## config.mk

```make
export PLATFORM = sky130hd
export DESIGN_NAME = rcfv_top
export DESIGN_NICKNAME = d
export VERILOG_FILES = /design/src/core/rcfv_pkg.sv /design/src/core/rcfv_top.sv
export VERILOG_INCLUDE_DIRS = /design/src /design/src/core
export SDC_FILE = /design/constraint.sdc
export NUM_CORES = 1
export LEC_CHECK = 0
export ABC_AREA = 1
export BUFFER_PORTS_ARGS = -buffer_cell sky130_fd_sc_hd__buf_2
export CAP_MARGIN = 20
export CORE_MARGIN = 2
export CORE_UTILIZATION = 48
export CTS_CLUSTER_DIAMETER = 30
export DETAILED_ROUTE_END_ITERATION = 8
export GPL_TIMING_DRIVEN = 0
export PLACE_DENSITY = 0.82
export SLEW_MARGIN = 20
export SYNTH_ARGS = -nofsm -noshare
export SYNTH_HDL_FRONTEND = slang
export SYNTH_SLANG_ARGS = --single-unit
```

## constraint.sdc

```tcl
create_clock -name ref_clk -period 3.4 [get_ports ref_clk]
set_input_delay 0.85 -clock ref_clk [delete_from_list [all_inputs] [get_ports ref_clk]]
set_output_delay 0.85 -clock ref_clk [all_outputs]
set_load 0.02 [all_outputs]
```

## src/core/rcfv_params.svh

```systemverilog
// constants of the reset cause and fault vector block
`ifndef RCFV_PARAMS_SVH
`define RCFV_PARAMS_SVH
`define RCFV_OFS_VECTOR   12'h015E
`define RCFV_OFS_CTRL     12'h0160
`define RCFV_OFS_FLAGS    12'h0164
`define RCFV_OFS_PASSWORD 12'h0168
`define RCFV_ADDR_BITS    12
`define RCFV_CODE_NONE    8'h00
`define RCFV_CODE_BROWN   8'h02
`define RCFV_CODE_PIN     8'h04
`define RCFV_CODE_SWBOR   8'h06
`define RCFV_CODE_WAKE    8'h08
`define RCFV_CODE_SECUR   8'h0A
`define RCFV_CODE_SVSH    8'h0E
`define RCFV_CODE_SWPOR   8'h14
`define RCFV_CODE_WDT     8'h16
`define RCFV_CODE_WATCHDOG_PASSWORD   8'h18
`define RCFV_CODE_MEMPW   8'h1A
`define RCFV_CODE_UBE     8'h1C
`define RCFV_CODE_FETCH   8'h1E
`define RCFV_CODE_POWER_MGMT_PASSWORD   8'h20
`define RCFV_CODE_FLL     8'h24
`define RCFV_NUM_SRC      14
`define RCFV_PW_KEY       8'hA5
`define RCFV_BIT_NMI      0
`define RCFV_BIT_PROG_WP  1
`define RCFV_BIT_INFO_WP  2
`define RCFV_BIT_OSC_IE   3
`define RCFV_BIT_CBE      0
`define RCFV_BIT_UBE      1
`define RCFV_BIT_ACCV     2
`define RCFV_BIT_OSC      3
`define RCFV_CTRL_RESET   4'h0
`endif

```

## src/core/rcfv_pkg.sv

```systemverilog
// types of the reset cause and fault vector block
package rcfv_pkg;
	typedef enum logic [1:0] {
		RCFV_IDLE = 2'b01,
		RCFV_DATA = 2'b10
	} rcfv_phase_t;
	typedef logic [13:0] rcfv_src_t;
endpackage : rcfv_pkg

```

## src/core/rcfv_top.sv

```systemverilog
// reset cause vector, protection bits and fault flags behind an ahb-lite slave
`timescale 1ns/10ps
`include "rcfv_params.svh"
// Operation
// - after any reset software reads the cause vector at 015Eh
// - vector reads 00h when nothing pending; brownout 02h ranks highest
// - reset pin cause reports code 04h, brownout class
// - software brownout request reports code 06h
// - deep low power wake reports 08h; security violation reports 0Ah
// - high side supervisor event reports 0Eh; 0Ch 10h 12h never produced
// - software power-on request reports code 14h
// - watchdog timeout reports code 16h
// - wrong watchdog password reports code 18h
// - wrong memory controller password reports code 1Ah
// - uncorrectable memory bit error reports code 1Ch
// - fetch from peripheral area reports code 1Eh
// - wrong power management password reports 20h; 22h reserved
// - critical registers accept writes only with correct password
// - reset pin can become non-maskable interrupt input instead of reset
// - two bits block program and information memory writes
// - separate correctable and uncorrectable bit error flags
// - access violation flag set on memory access violation
// - oscillator fault flag set on crystal failure, optional interrupt
module rcfv_top (
	input  wire logic        ref_clk,
	input  wire logic        nrst,
	input  wire logic        hsel,
	input  wire logic [31:0] haddr,
	input  wire logic [1:0]  htrans,
	input  wire logic        hwrite,
	input  wire logic [2:0]  hsize,
	input  wire logic [31:0] hwdata,
	input  wire logic        hready,
	output logic      [31:0] hrdata,
	output logic             hreadyout,
	output logic             hresp,
	input  wire logic        brownout_event,
	input  wire logic        reset_pin_event,
	input  wire logic        software_brownout_request,
	input  wire logic        deep_wake_event,
	input  wire logic        security_violation,
	input  wire logic        high_side_supervisor_flag,
	input  wire logic        software_poweron_request,
	input  wire logic        watchdog_timeout_flag,
	input  wire logic        watchdog_password_bad,
	input  wire logic        memctl_password_bad,
	input  wire logic        uncorrectable_error_event,
	input  wire logic        correctable_error_event,
	input  wire logic        peripheral_fetch,
	input  wire logic        power_mgmt_password_bad,
	input  wire logic        fll_unlock,
	input  wire logic        access_violation_event,
	input  wire logic        crystal_one_fault,
	input  wire logic        mem_write_req,
	input  wire logic        mem_write_info,
	output logic             mem_write_grant,
	output logic             nmi_pulse,
	output logic             pin_reset_req,
	output logic             brownout_class_reset,
	output logic             power_up_clear_reset,
	output logic             oscillator_fault_irq
);
	//////////////////////////////////////////////////////////////////////
	logic                 rd_ff;
	logic                 wr_ff;
	logic [11:0]          addr_ff;
	logic [3:0]           ctrl_ff;
	logic [3:0]           flags_ff;
	rcfv_pkg::rcfv_src_t  pend_ff;
	rcfv_pkg::rcfv_src_t  raw_src;
	rcfv_pkg::rcfv_src_t  top_onehot;
	logic [7:0]           top_code;
	logic                 addr_ok;
	logic                 vec_read;
	logic                 ctrl_write;
	logic                 pw_ok;
	// code per priority slot, index 0 highest
	function automatic logic [7:0] slot_code(input int idx);
		logic [7:0] c;
		c = `RCFV_CODE_NONE;
		unique case (idx)
			0:  c = `RCFV_CODE_BROWN;
			1:  c = `RCFV_CODE_PIN;
			2:  c = `RCFV_CODE_SWBOR;
			3:  c = `RCFV_CODE_WAKE;
			4:  c = `RCFV_CODE_SECUR;
			5:  c = `RCFV_CODE_SVSH;
			6:  c = `RCFV_CODE_SWPOR;
			7:  c = `RCFV_CODE_WDT;
			8:  c = `RCFV_CODE_WATCHDOG_PASSWORD;
			9:  c = `RCFV_CODE_MEMPW;
			10: c = `RCFV_CODE_UBE;
			11: c = `RCFV_CODE_FETCH;
			12: c = `RCFV_CODE_POWER_MGMT_PASSWORD;
			13: c = `RCFV_CODE_FLL;
			default: c = `RCFV_CODE_NONE;
		endcase
		return c;
	endfunction : slot_code
	//////////////////////////////////////////////////////////////////////
	// ahb-lite slave, zero wait states, always okay
	assign addr_ok = hsel && hready && htrans[1];
	always_ff @(posedge ref_clk or negedge nrst) begin
		if (!nrst) begin
			rd_ff   <= 1'b0;
			wr_ff   <= 1'b0;
			addr_ff <= 12'h000;
		end else begin
			if (hready) begin
				rd_ff   <= addr_ok && !hwrite;
				wr_ff   <= addr_ok && hwrite;
				addr_ff <= haddr[`RCFV_ADDR_BITS-1:0];
			end
		end
	end
	always_ff @(posedge ref_clk or negedge nrst) begin
		if (!nrst) begin
			hreadyout <= 1'b1;
			hresp     <= 1'b0;
		end else begin
			hreadyout <= 1'b1;
			hresp     <= 1'b0;
		end
	end
	// vector address is halfword-aligned; any address in its word reaches it
	assign vec_read   = addr_ok && !hwrite && (haddr[11:2] == `RCFV_OFS_VECTOR >> 2);
	assign ctrl_write = wr_ff && (addr_ff[11:2] == `RCFV_OFS_CTRL >> 2);
	assign pw_ok      = hwdata[15:8] == `RCFV_PW_KEY;
	always_ff @(posedge ref_clk or negedge nrst) begin
		if (!nrst) begin
			hrdata <= 32'h0000_0000;
		end else if (addr_ok && !hwrite) begin
			unique case (haddr[11:2])
				`RCFV_OFS_VECTOR >> 2: hrdata <= {8'h00, top_code, 16'h0000} >> 16;
				`RCFV_OFS_CTRL >> 2:   hrdata <= {28'h000_0000, ctrl_ff};
				`RCFV_OFS_FLAGS >> 2:  hrdata <= {28'h000_0000, flags_ff};
				default:               hrdata <= 32'h0000_0000;
			endcase
		end
	end
	//////////////////////////////////////////////////////////////////////
	// pending causes; reserved codes have no slot
	assign raw_src = {fll_unlock, power_mgmt_password_bad, peripheral_fetch,
		uncorrectable_error_event, memctl_password_bad, watchdog_password_bad,
		watchdog_timeout_flag, software_poweron_request, high_side_supervisor_flag,
		security_violation, deep_wake_event, software_brownout_request,
		reset_pin_event && !ctrl_ff[`RCFV_BIT_NMI], brownout_event};
	assign top_onehot = pend_ff & (~pend_ff + 14'h0001);
	always_comb begin
		top_code = `RCFV_CODE_NONE;
		for (int i = `RCFV_NUM_SRC - 1; i >= 0; i--) begin
			if (pend_ff[i]) top_code = slot_code(i);
		end
	end
	// new events win over the read clear
	always_ff @(posedge ref_clk or negedge nrst) begin
		if (!nrst) begin
			pend_ff <= 14'h0001;
		end else begin
			pend_ff <= (pend_ff & ~(vec_read ? top_onehot : 14'h0000)) | raw_src;
		end
	end
	//////////////////////////////////////////////////////////////////////
	// control: password in bits 15:8, bad key ignored and raises power_up_clear_reset elsewhere, no vector code
	always_ff @(posedge ref_clk or negedge nrst) begin
		if (!nrst) begin
			ctrl_ff <= `RCFV_CTRL_RESET;
		end else if (ctrl_write && pw_ok) begin
			ctrl_ff <= hwdata[3:0];
		end
	end
	// flags: write one to clear, set wins
	always_ff @(posedge ref_clk or negedge nrst) begin
		if (!nrst) begin
			flags_ff <= 4'h0;
		end else begin
			flags_ff <= (flags_ff & ~((wr_ff && addr_ff[11:2] == `RCFV_OFS_FLAGS >> 2) ? hwdata[3:0] : 4'h0))
				| {crystal_one_fault, access_violation_event, uncorrectable_error_event,
				correctable_error_event};
		end
	end
	//////////////////////////////////////////////////////////////////////
	always_ff @(posedge ref_clk or negedge nrst) begin
		if (!nrst) begin
			mem_write_grant      <= 1'b0;
			nmi_pulse            <= 1'b0;
			pin_reset_req        <= 1'b0;
			brownout_class_reset <= 1'b0;
			power_up_clear_reset <= 1'b0;
			oscillator_fault_irq <= 1'b0;
		end else begin
			mem_write_grant      <= mem_write_req && !(mem_write_info ? ctrl_ff[`RCFV_BIT_INFO_WP]
				: ctrl_ff[`RCFV_BIT_PROG_WP]);
			nmi_pulse            <= reset_pin_event && ctrl_ff[`RCFV_BIT_NMI];
			pin_reset_req        <= reset_pin_event && !ctrl_ff[`RCFV_BIT_NMI];
			brownout_class_reset <= |raw_src[5:0];
			power_up_clear_reset <= |raw_src[13:7] || (ctrl_write && !pw_ok);
			oscillator_fault_irq <= flags_ff[`RCFV_BIT_OSC] && ctrl_ff[`RCFV_BIT_OSC_IE];
		end
	end
endmodule : rcfv_top

```

# Word-level counts from Yosys, hierarchy flattened
# Cells that the tools add are included.
# totals
input_bits	93
wordCells	65
reg_bits	73
# op_classes
n_eq_ne	6
bitwise	8
mux	18
n_addsub	1
n_reduce_logical	20
# op_table
cell	n
$mux W8	13
$eq A10 B7 Y1 const B	5
$and A14 B14 Y14	2
$not A14 Y14	2
$pmux W8 S3	1
$add A14 B1 Y14 const B	1
$mux W14	1
$or A14 B14 Y14	1
$logic_and A1 B1 Y1	13
$eq A8 B8 Y1 const B	1
$reduce_or A7 Y1	1
$mux W6	1
$reduce_or A6 Y1	1
$and A4 B4 Y4	1
$logic_not A1 Y1	4
$mux W4	1
$not A4 Y4	1
$or A4 B4 Y4	1
$logic_or A1 B1 Y1	1
$mux W1	1

# Longest topological paths before layout
# Gate-level depths: netlist of the first run.
# logic_depth
word_depth	15
ltp_mapped	13
ltp_nobuf	13

# Worst setup path after synthesis of the first run
# OpenSTA, ideal clock, no wires.
# synth_timing
path_type	input -> register
startpoint	input haddr[11]
endpoint	register pend_ff[6]
path_slack_ns	1.538
required_time_ns	3.282
stages	7
t_arrival_ns	1.743
n_path_buf	0
path_cell_list	nor2_2 > inv_1 > nor3_4 > nand2_4 > nor2_4 > nand2_2 > a21o_1
# synth_between
elab_chain_len	6
# synth_lines
element	line	source
start: declaration	rcfv_top.sv:28	input wire logic [31:0] haddr,
$eq A10 B7 Y1	rcfv_top.sv:126	assign vec_read = addr_ok && !hwrite && (haddr[11:2] == `RCFV_OFS_VECTOR >> 2);
$logic_and A1 B1 Y1	rcfv_top.sv:126	
$mux W14	rcfv_top.sv:160	pend_ff <= (pend_ff & ~(vec_read ? top_onehot : 14'h0000)) | raw_src;
$not A14 Y14	rcfv_top.sv:160	
$and A14 B14 Y14	rcfv_top.sv:160	
$or A14 B14 Y14	rcfv_top.sv:160	
end signal: assignment	rcfv_top.sv:160	
end: declaration	rcfv_top.sv:69	rcfv_pkg::rcfv_src_t pend_ff;
# No other way between the ends.
# A chain may end at the register's enable or synchronous reset.

# Worst setup path after layout of the first run
# Ends and elaborated chain as after synthesis.

==> flow_metrics.env, run 1 <==
export IMPL_die_w_um=75.1
export IMPL_grt_ovfl_total=0
export IMPL_syn_area_sq_um=2420
export IMPL_num_io_pins=133
export IMPL_crit_arrival_ns=2.05
export IMPL_ys_top_cells_by_count="nand2_1 (64), inv_1 (53), dfrtp_1 (44)"
export IMPL_track_usage_pct=18.6
export IMPL_finClkSkew_ns=0.00918
export IMPL_cts_max_level=2
export IMPL_nets=486
export IMPL_via_per_inst=4.51
export IMPL_clock_sinks=45
export IMPL_timing_final_crit_share_pct=54.5
export IMPL_leakagePower_nw=1.63
export IMPL_first_iter_violations=105
export IMPL_status="finished clean"
export IMPL_path_max_fanout=7
export IMPL_synth_cell_types=31
export IMPL_endpoint_kind="flop"
export IMPL_cp_required_ns=3.59
export IMPL_synthTopCellsByArea="dfrtp_1 (45%), nand2_1 (9.9%), buf_4 (9.0%)"
export IMPL_synth_top_cell_by_area="dfrtp_1"
export IMPL_drc=0
export IMPL_synth_seq_area_share_pct=46.5
export IMPL_synthArstFlopShare_pct=100
export IMPL_postLayoutCoreUtil_pct=62.6
export IMPL_cp_cell_sequence="buf_2 > nor2_2 > inv_1 > nor3_4 > nand2_4 > nor2_4 > nand2_2 > a21o_1"
export IMPL_vdd_drop_max_v=0.000216
export IMPL_io_buffers=57
export IMPL_hold_viol_final=0
export IMPL_final_max_slew_violation_count=0
export IMPL_syn_avg_cell_area_sq_um=8.00
export IMPL_dpl_hpwl_um=3940
export IMPL_crit_path_start_kind="primary input"
export IMPL_powerDensity_nw_per_um2=368
export IMPL_diodes=0
export IMPL_min_path_type="flop to flop"
export IMPL_min_from="ctrl_ff[1]"
export IMPL_min_path_cells=1
export IMPL_core_region_area_sq_um=4790
export IMPL_area_growth_pct=23.6
export IMPL_synth_edf_count=0
export IMPL_wirelength_um=4980
export IMPL_rows=25
export IMPL_post_cts_buffers=0
export IMPL_clkSlewWorstSetupHoldPaths_ns=0.08
export IMPL_yosysTopAreaCellShare_pct=45.4
export IMPL_totalPowerFinal_w=0.00110
export IMPL_vias=2075
export IMPL_crit_slowest_cell="nor3_4"
export IMPL_tns_ns=0
export IMPL_grt_pass1_wl_um=7850
export IMPL_crit_path_max_incr_delay_ns=0.26
export IMPL_cts_buffers=5
export IMPL_ctsResizeCount=0
export IMPL_grt_max_degree=46
export IMPL_r2r_slack_ns=1.90
export IMPL_reg2reg_depth=7
export IMPL_synthMostInstantiatedCell="nand2_1"
export IMPL_period_minus_slack_ns=1.85
export IMPL_max_freq_mhz=540
export IMPL_maxCapViolations=0
export IMPL_setup_viol=0
export IMPL_synth_main_ff_cell="dfrtp_1"
export IMPL_fp_dieArea_sq_um=5630
export IMPL_synth_seq_cells=45
export IMPL_yosys_warnings=0
export IMPL_ant_nets=0
export IMPL_slew_limit_headroom_pct=63.1
export IMPL_finalInstanceArea_sq_um=3000
export IMPL_drive_gt1_share_pct=28.0
export IMPL_regToRegStartpoint="pend_ff[7]"
export IMPL_dr_pass1_iters=4
export IMPL_grt_pass1_vias=1813
export IMPL_ctsHoldBuffers=0
export IMPL_worst_r2r_endpoint="pend_ff[13]"
export IMPL_clock_latency_ns=0.30
export IMPL_min_to="mem_write_grant"
export IMPL_start_util_pct=50.6
export IMPL_critPathKind="primary input to flop"
export IMPL_antenna_found_initial=0
export IMPL_place_area_sq_um=2890
export IMPL_die_h_um=75.1
export IMPL_cts_tree="built"
export IMPL_ctsLongestPathBuffers=2
export IMPL_tightest_slew_ns=0.554
export IMPL_root_buffer="clkbuf_8"
export IMPL_gp_congestion=0.862
export IMPL_syn_inst=303
export IMPL_rsz0062_at_grt="false"
export IMPL_wl_per_cell_um=10.8
cell type report:
type | instances | area, sq um
Fill cell | 434 | 1790
Sequential cell | 45 | 1130
Multi-Input combinational cell | 200 | 970
Timing Repair Buffer | 57 | 288
Buffer | 30 | 221
Inverter | 54 | 203
Tap cell | 67 | 83.8
Clock buffer | 5 | 68.8
Clock inverter | 2 | 35.0
routing by layer:
layer	track usage, %	vias to the layer above	share of wire [%]
met2	30.5	75	48
li1	-	1075	-
met3	4.28	9	6.3
met1	24.1	916	44
met4	6.75	0	1.4
met5	0	-	0
registers in the layout, indices dropped and copies added, names as in the netlist:
signal                count
pin_reset_req             1
mem_write_grant           1
ctrl_ff                   4
hrdata                    6
wr_ff                     1
nmi_pulse                 1
flags_ff                  4
brownout_class_reset      1
pend_ff                  14
oscillator_fault_irq      1
power_up_clear_reset      1
addr_ff                  10
how the worst max path moves through the flow:
stage              start    endpoint  slack (ns)  depth (start not counted)
2_1_floorplan  haddr[11]  pend_ff[6]        1.54                          7
3_3_place_gp   haddr[11]  pend_ff[6]        1.23                          8
3_5_place_dp   haddr[11]  pend_ff[6]        1.24                          8
4_1_cts        haddr[11]  pend_ff[6]        1.56                          8
5_1_grt        haddr[11]  pend_ff[8]        1.45                          9
6_report       haddr[11]  pend_ff[6]        1.55                          8
placed cells by master (no fill, tap or decap), drive strengths merged:
cell,count
a21o,1
a21oi,5
a31o,1
buf,86
bufinv,1
clkbuf,6
clkinv,1
conb,28
dfrtp,44
dfstp,1
inv,54
mux2,3
nand2,66
nand3,15
nand4,13
nor2,28
nor3,6
nor3b,1
nor4,4
o21ai,25
o21bai,2
o22ai,1
or2,1
metrics by stage:
step	hold slack, ns	setup slack [ns]	cells
detailed placement	0.487	1.24	453
CTS	0.499	1.56	460
global route	0.513	1.45	460
floorplan	0.436	1.54	329
global placement	0.461	1.23	453
finish	0.499	1.55	460
cells by family (layout without fill, tap and decap cells):
| kind of cell | after synthesis | count (layout) | synth area share (%) |
|---|---|---|---|
| AOI/OAI and AO/OA | 35 | 35 | 7.74 |
| buffers and inverters | 84 | 148 | 17.5 |
| DFF | 45 | 45 | 46.5 |
| muxes | 3 | 3 | 1.39 |
| other | 2 | 28 | 0.310 |
| and+or+nand+nor | 134 | 134 | 26.5 |
critical path, delay by kind of cell:
| kind | cells | cell delay, ns |
|---|---|---|
| and+or+nand+nor | 5 | 0.79 |
| buffers and inverters | 2 | 0.22 |
| AOI/OAI and AO/OA | 1 | 0.18 |
power by group:
| part | switching, W | leakage, nW | total (W) | internal, W |
|---|---|---|---|---|
| sequential | 0.00000832 | 0.495 | 0.000561 | 0.000553 |
| clock | 0.000177 | 0.0540 | 0.000391 | 0.000214 |
| combinational | 0.0000896 | 1.08 | 0.000151 | 0.0000615 |
| total | 0.000275 | 1.63 | 0.00110 | 0.000828 |
(Power assumes the default switching activity.)
==> inputs of run 2 (changes only) <==
Settings changed: CORE_UTILIZATION 48 to 40, PLACE_DENSITY 0.82 to 0.73.
Clock period 3.4 ns to 1.7 ns, I/O delays scaled along.
==> run 2 against run 1 <==
  * Flip-flop and latch count did not move
  * Critical path type is now flop to flop
  * Worst hold slack worse by 0.40 ns
  * Sequential share of layout area about the same
  * Global-route usage fell by 1.7 points
  * Die area increased by 19%
  * Highest routed layer unchanged
  * Sequential power increased by 100%
  * Routed wire length increased by 6.3%
  * Clock skew shrank 0.0011 ns
  * Setup slack worse by 1.3 ns
  * Largest power group unchanged
  * Final cell count grew 2.0%
  * Register-to-register slack got worse by 1.7 ns
==> flow_metrics.env, run 2 (synthesis results as in run 1) <==
export IMPL_drc=0
export IMPL_grt_pass1_wl_um=8470
export IMPL_post_cts_buffers=0
export IMPL_cp_startpoint="pend_ff[7]"
export IMPL_nets=486
export IMPL_cp_cell_sequence="nor2_1 > inv_1 > nor3_2 > nand3_1 > nor2_1 > a21oi_1 > or2_1"
export IMPL_first_iter_violations=97
export IMPL_reg_largest_list="pend_ff (14), addr_ff (10), hrdata (6)"
export IMPL_gp_congestion=0.840
export IMPL_regMostFlops="pend_ff"
export IMPL_wl_per_cell_um=11.3
export IMPL_worst_r2r_endpoint="pend_ff[13]"
export IMPL_crit_top_cell="nor2_1"
export IMPL_ctsLongestPathBuffers=2
export IMPL_crit_arrival_ns=1.68
export IMPL_ctsResizeCount=0
export IMPL_antenna_found_initial=0
export IMPL_slew_limit_headroom_pct=62.7
export IMPL_p_comb_share_pct=14.4
export IMPL_timing_final_crit_share_pct=87.2
export IMPL_ant_nets=0
export IMPL_sequentialPowerShare_pct=53.5
export IMPL_finClkSkew_ns=0.00804
export IMPL_diodes=0
export IMPL_crit_slowest_cell="dfrtp_1"
export IMPL_vdd_drop_max_v=0.000425
export IMPL_drive_gt1_share_pct=28.2
export IMPL_final_max_slew_violation_count=0
export IMPL_critPathKind="flop to flop"
export IMPL_num_io_pins=133
export IMPL_critPathTopFamily="simple AND/OR/NAND/NOR gates"
export IMPL_pre_cts_ws_ns=-0.0814
export IMPL_leakagePower_nw=1.62
export IMPL_postLayoutCoreUtil_pct=50.9
export IMPL_mostFrequentLayoutCells="nand2_1 (64), buf_2 (56), inv_1 (53)"
export IMPL_grt_ovfl_total=0
export IMPL_grt_pass1_vias=1915
export IMPL_maxCapViolations=0
export IMPL_max_freq_mhz=674
export IMPL_clkSlewWorstSetupHoldPaths_ns=0.09
export IMPL_reg2reg_depth=7
export IMPL_area_growth_pct=23.5
export IMPL_rsz0062_at_grt="false"
export IMPL_vias=2092
export IMPL_clock_latency_ns=0.30
export IMPL_root_buffer="clkbuf_8"
export IMPL_dpl_hpwl_um=4230
export IMPL_instances_no_fill=469
export IMPL_tns_ns=0
export IMPL_regToRegStartpoint="pend_ff[7]"
export IMPL_cts_tree="built"
export IMPL_totalPowerFinal_w=0.00210
export IMPL_min_path_type="primary input to asynchronous set/reset pin"
export IMPL_dr_pass1_iters=4
export IMPL_crit_path_max_incr_delay_ns=0.43
export IMPL_clkPwrFrac_pct=32.1
export IMPL_die_h_um=81.8
export IMPL_cts_buffers=5
export IMPL_cp_required_ns=1.90
export IMPL_rows=28
export IMPL_grt_max_degree=46
export IMPL_clock_sinks=45
export IMPL_r2r_slack_ns=0.22
export IMPL_die_w_um=81.8
export IMPL_path_max_fanout=4
export IMPL_fillers=583
export IMPL_largest_reg_flops=14
export IMPL_fp_dieArea_sq_um=6700
export IMPL_start_util_pct=41.2
export IMPL_sw_frac_of_total_pct=27.6
export IMPL_p_int_w=0.00152
export IMPL_wirelength_um=5290
export IMPL_status="finished clean"
export IMPL_crit_path_start_kind="flop"
export IMPL_period_minus_slack_ns=1.48
export IMPL_critPathBufInv=1
export IMPL_track_usage_pct=16.9
export IMPL_via_per_inst=4.46
export IMPL_place_inst=461
export IMPL_fin_ws_ns=0.217
export IMPL_ctsHoldBuffers=0
export IMPL_io_buffers=57
export IMPL_cts_max_level=2
export IMPL_final_common_cell="nand2_1"
export IMPL_switching_power_w=0.000580
export IMPL_endpoint_kind="flop"
export IMPL_powerDensity_nw_per_um2=702
export IMPL_tightest_slew_ns=0.559
export IMPL_setup_viol=0
export IMPL_core_region_area_sq_um=5890
export IMPL_hold_viol_final=0
run 2: layout make-up:
class                           instances  area (sq um)  share of cell area, %
Multi-Input combinational cell        200           970                   32.4
Clock inverter                          3          21.3                  0.711
Buffer                                 30           221                   7.40
Tap cell                               75          93.8                   3.14
Sequential cell                        45          1130                   37.7
Inverter                               54           203                   6.77
Clock buffer                            5          68.8                   2.30
Timing Repair Buffer                   57           288                   9.62
run 2: how the worst max path moves through the flow:
stage / end / slack (ns) / depth (start not counted)
floorplan: pend_ff[6] / 0.26 / 7
global placement: pend_ff[6] / -0.07 / 8
detailed placement: pend_ff[6] / -0.08 / 8
CTS: ctrl_ff[3] / 0.19 / 6
global route: ctrl_ff[2] / 0.05 / 6
finish: pend_ff[13] / 0.22 / 7
run 2: power by group through the flow:
stage               Combinational, W  Clock (W)  Sequential (W)
floorplan                   0.000176          0         0.00116
global placement            0.000299          0         0.00114
detailed placement          0.000302          0         0.00115
CTS                         0.000303   0.000695         0.00113
global route                0.000339   0.000747         0.00113
finish                      0.000302   0.000674         0.00112
run 2: stage by stage:
stage               area (sq um)  hold slack (ns)
floorplan                   2520            0.129
global placement            2900            0.462
detailed placement          2900            0.466
CTS                         2990            0.284
global route                2990            0.140
finish                      2990            0.104
run 2: layer usage:
layer | vias to the layer above | global-route usage, % | routed length, um
met5 | - | 0 | 0
met4 | 0 | 7.67 | 126
met3 | 11 | 3.63 | 287
met2 | 56 | 27.7 | 2530
met1 | 946 | 21.2 | 2350
li1 | 1079 | - | -
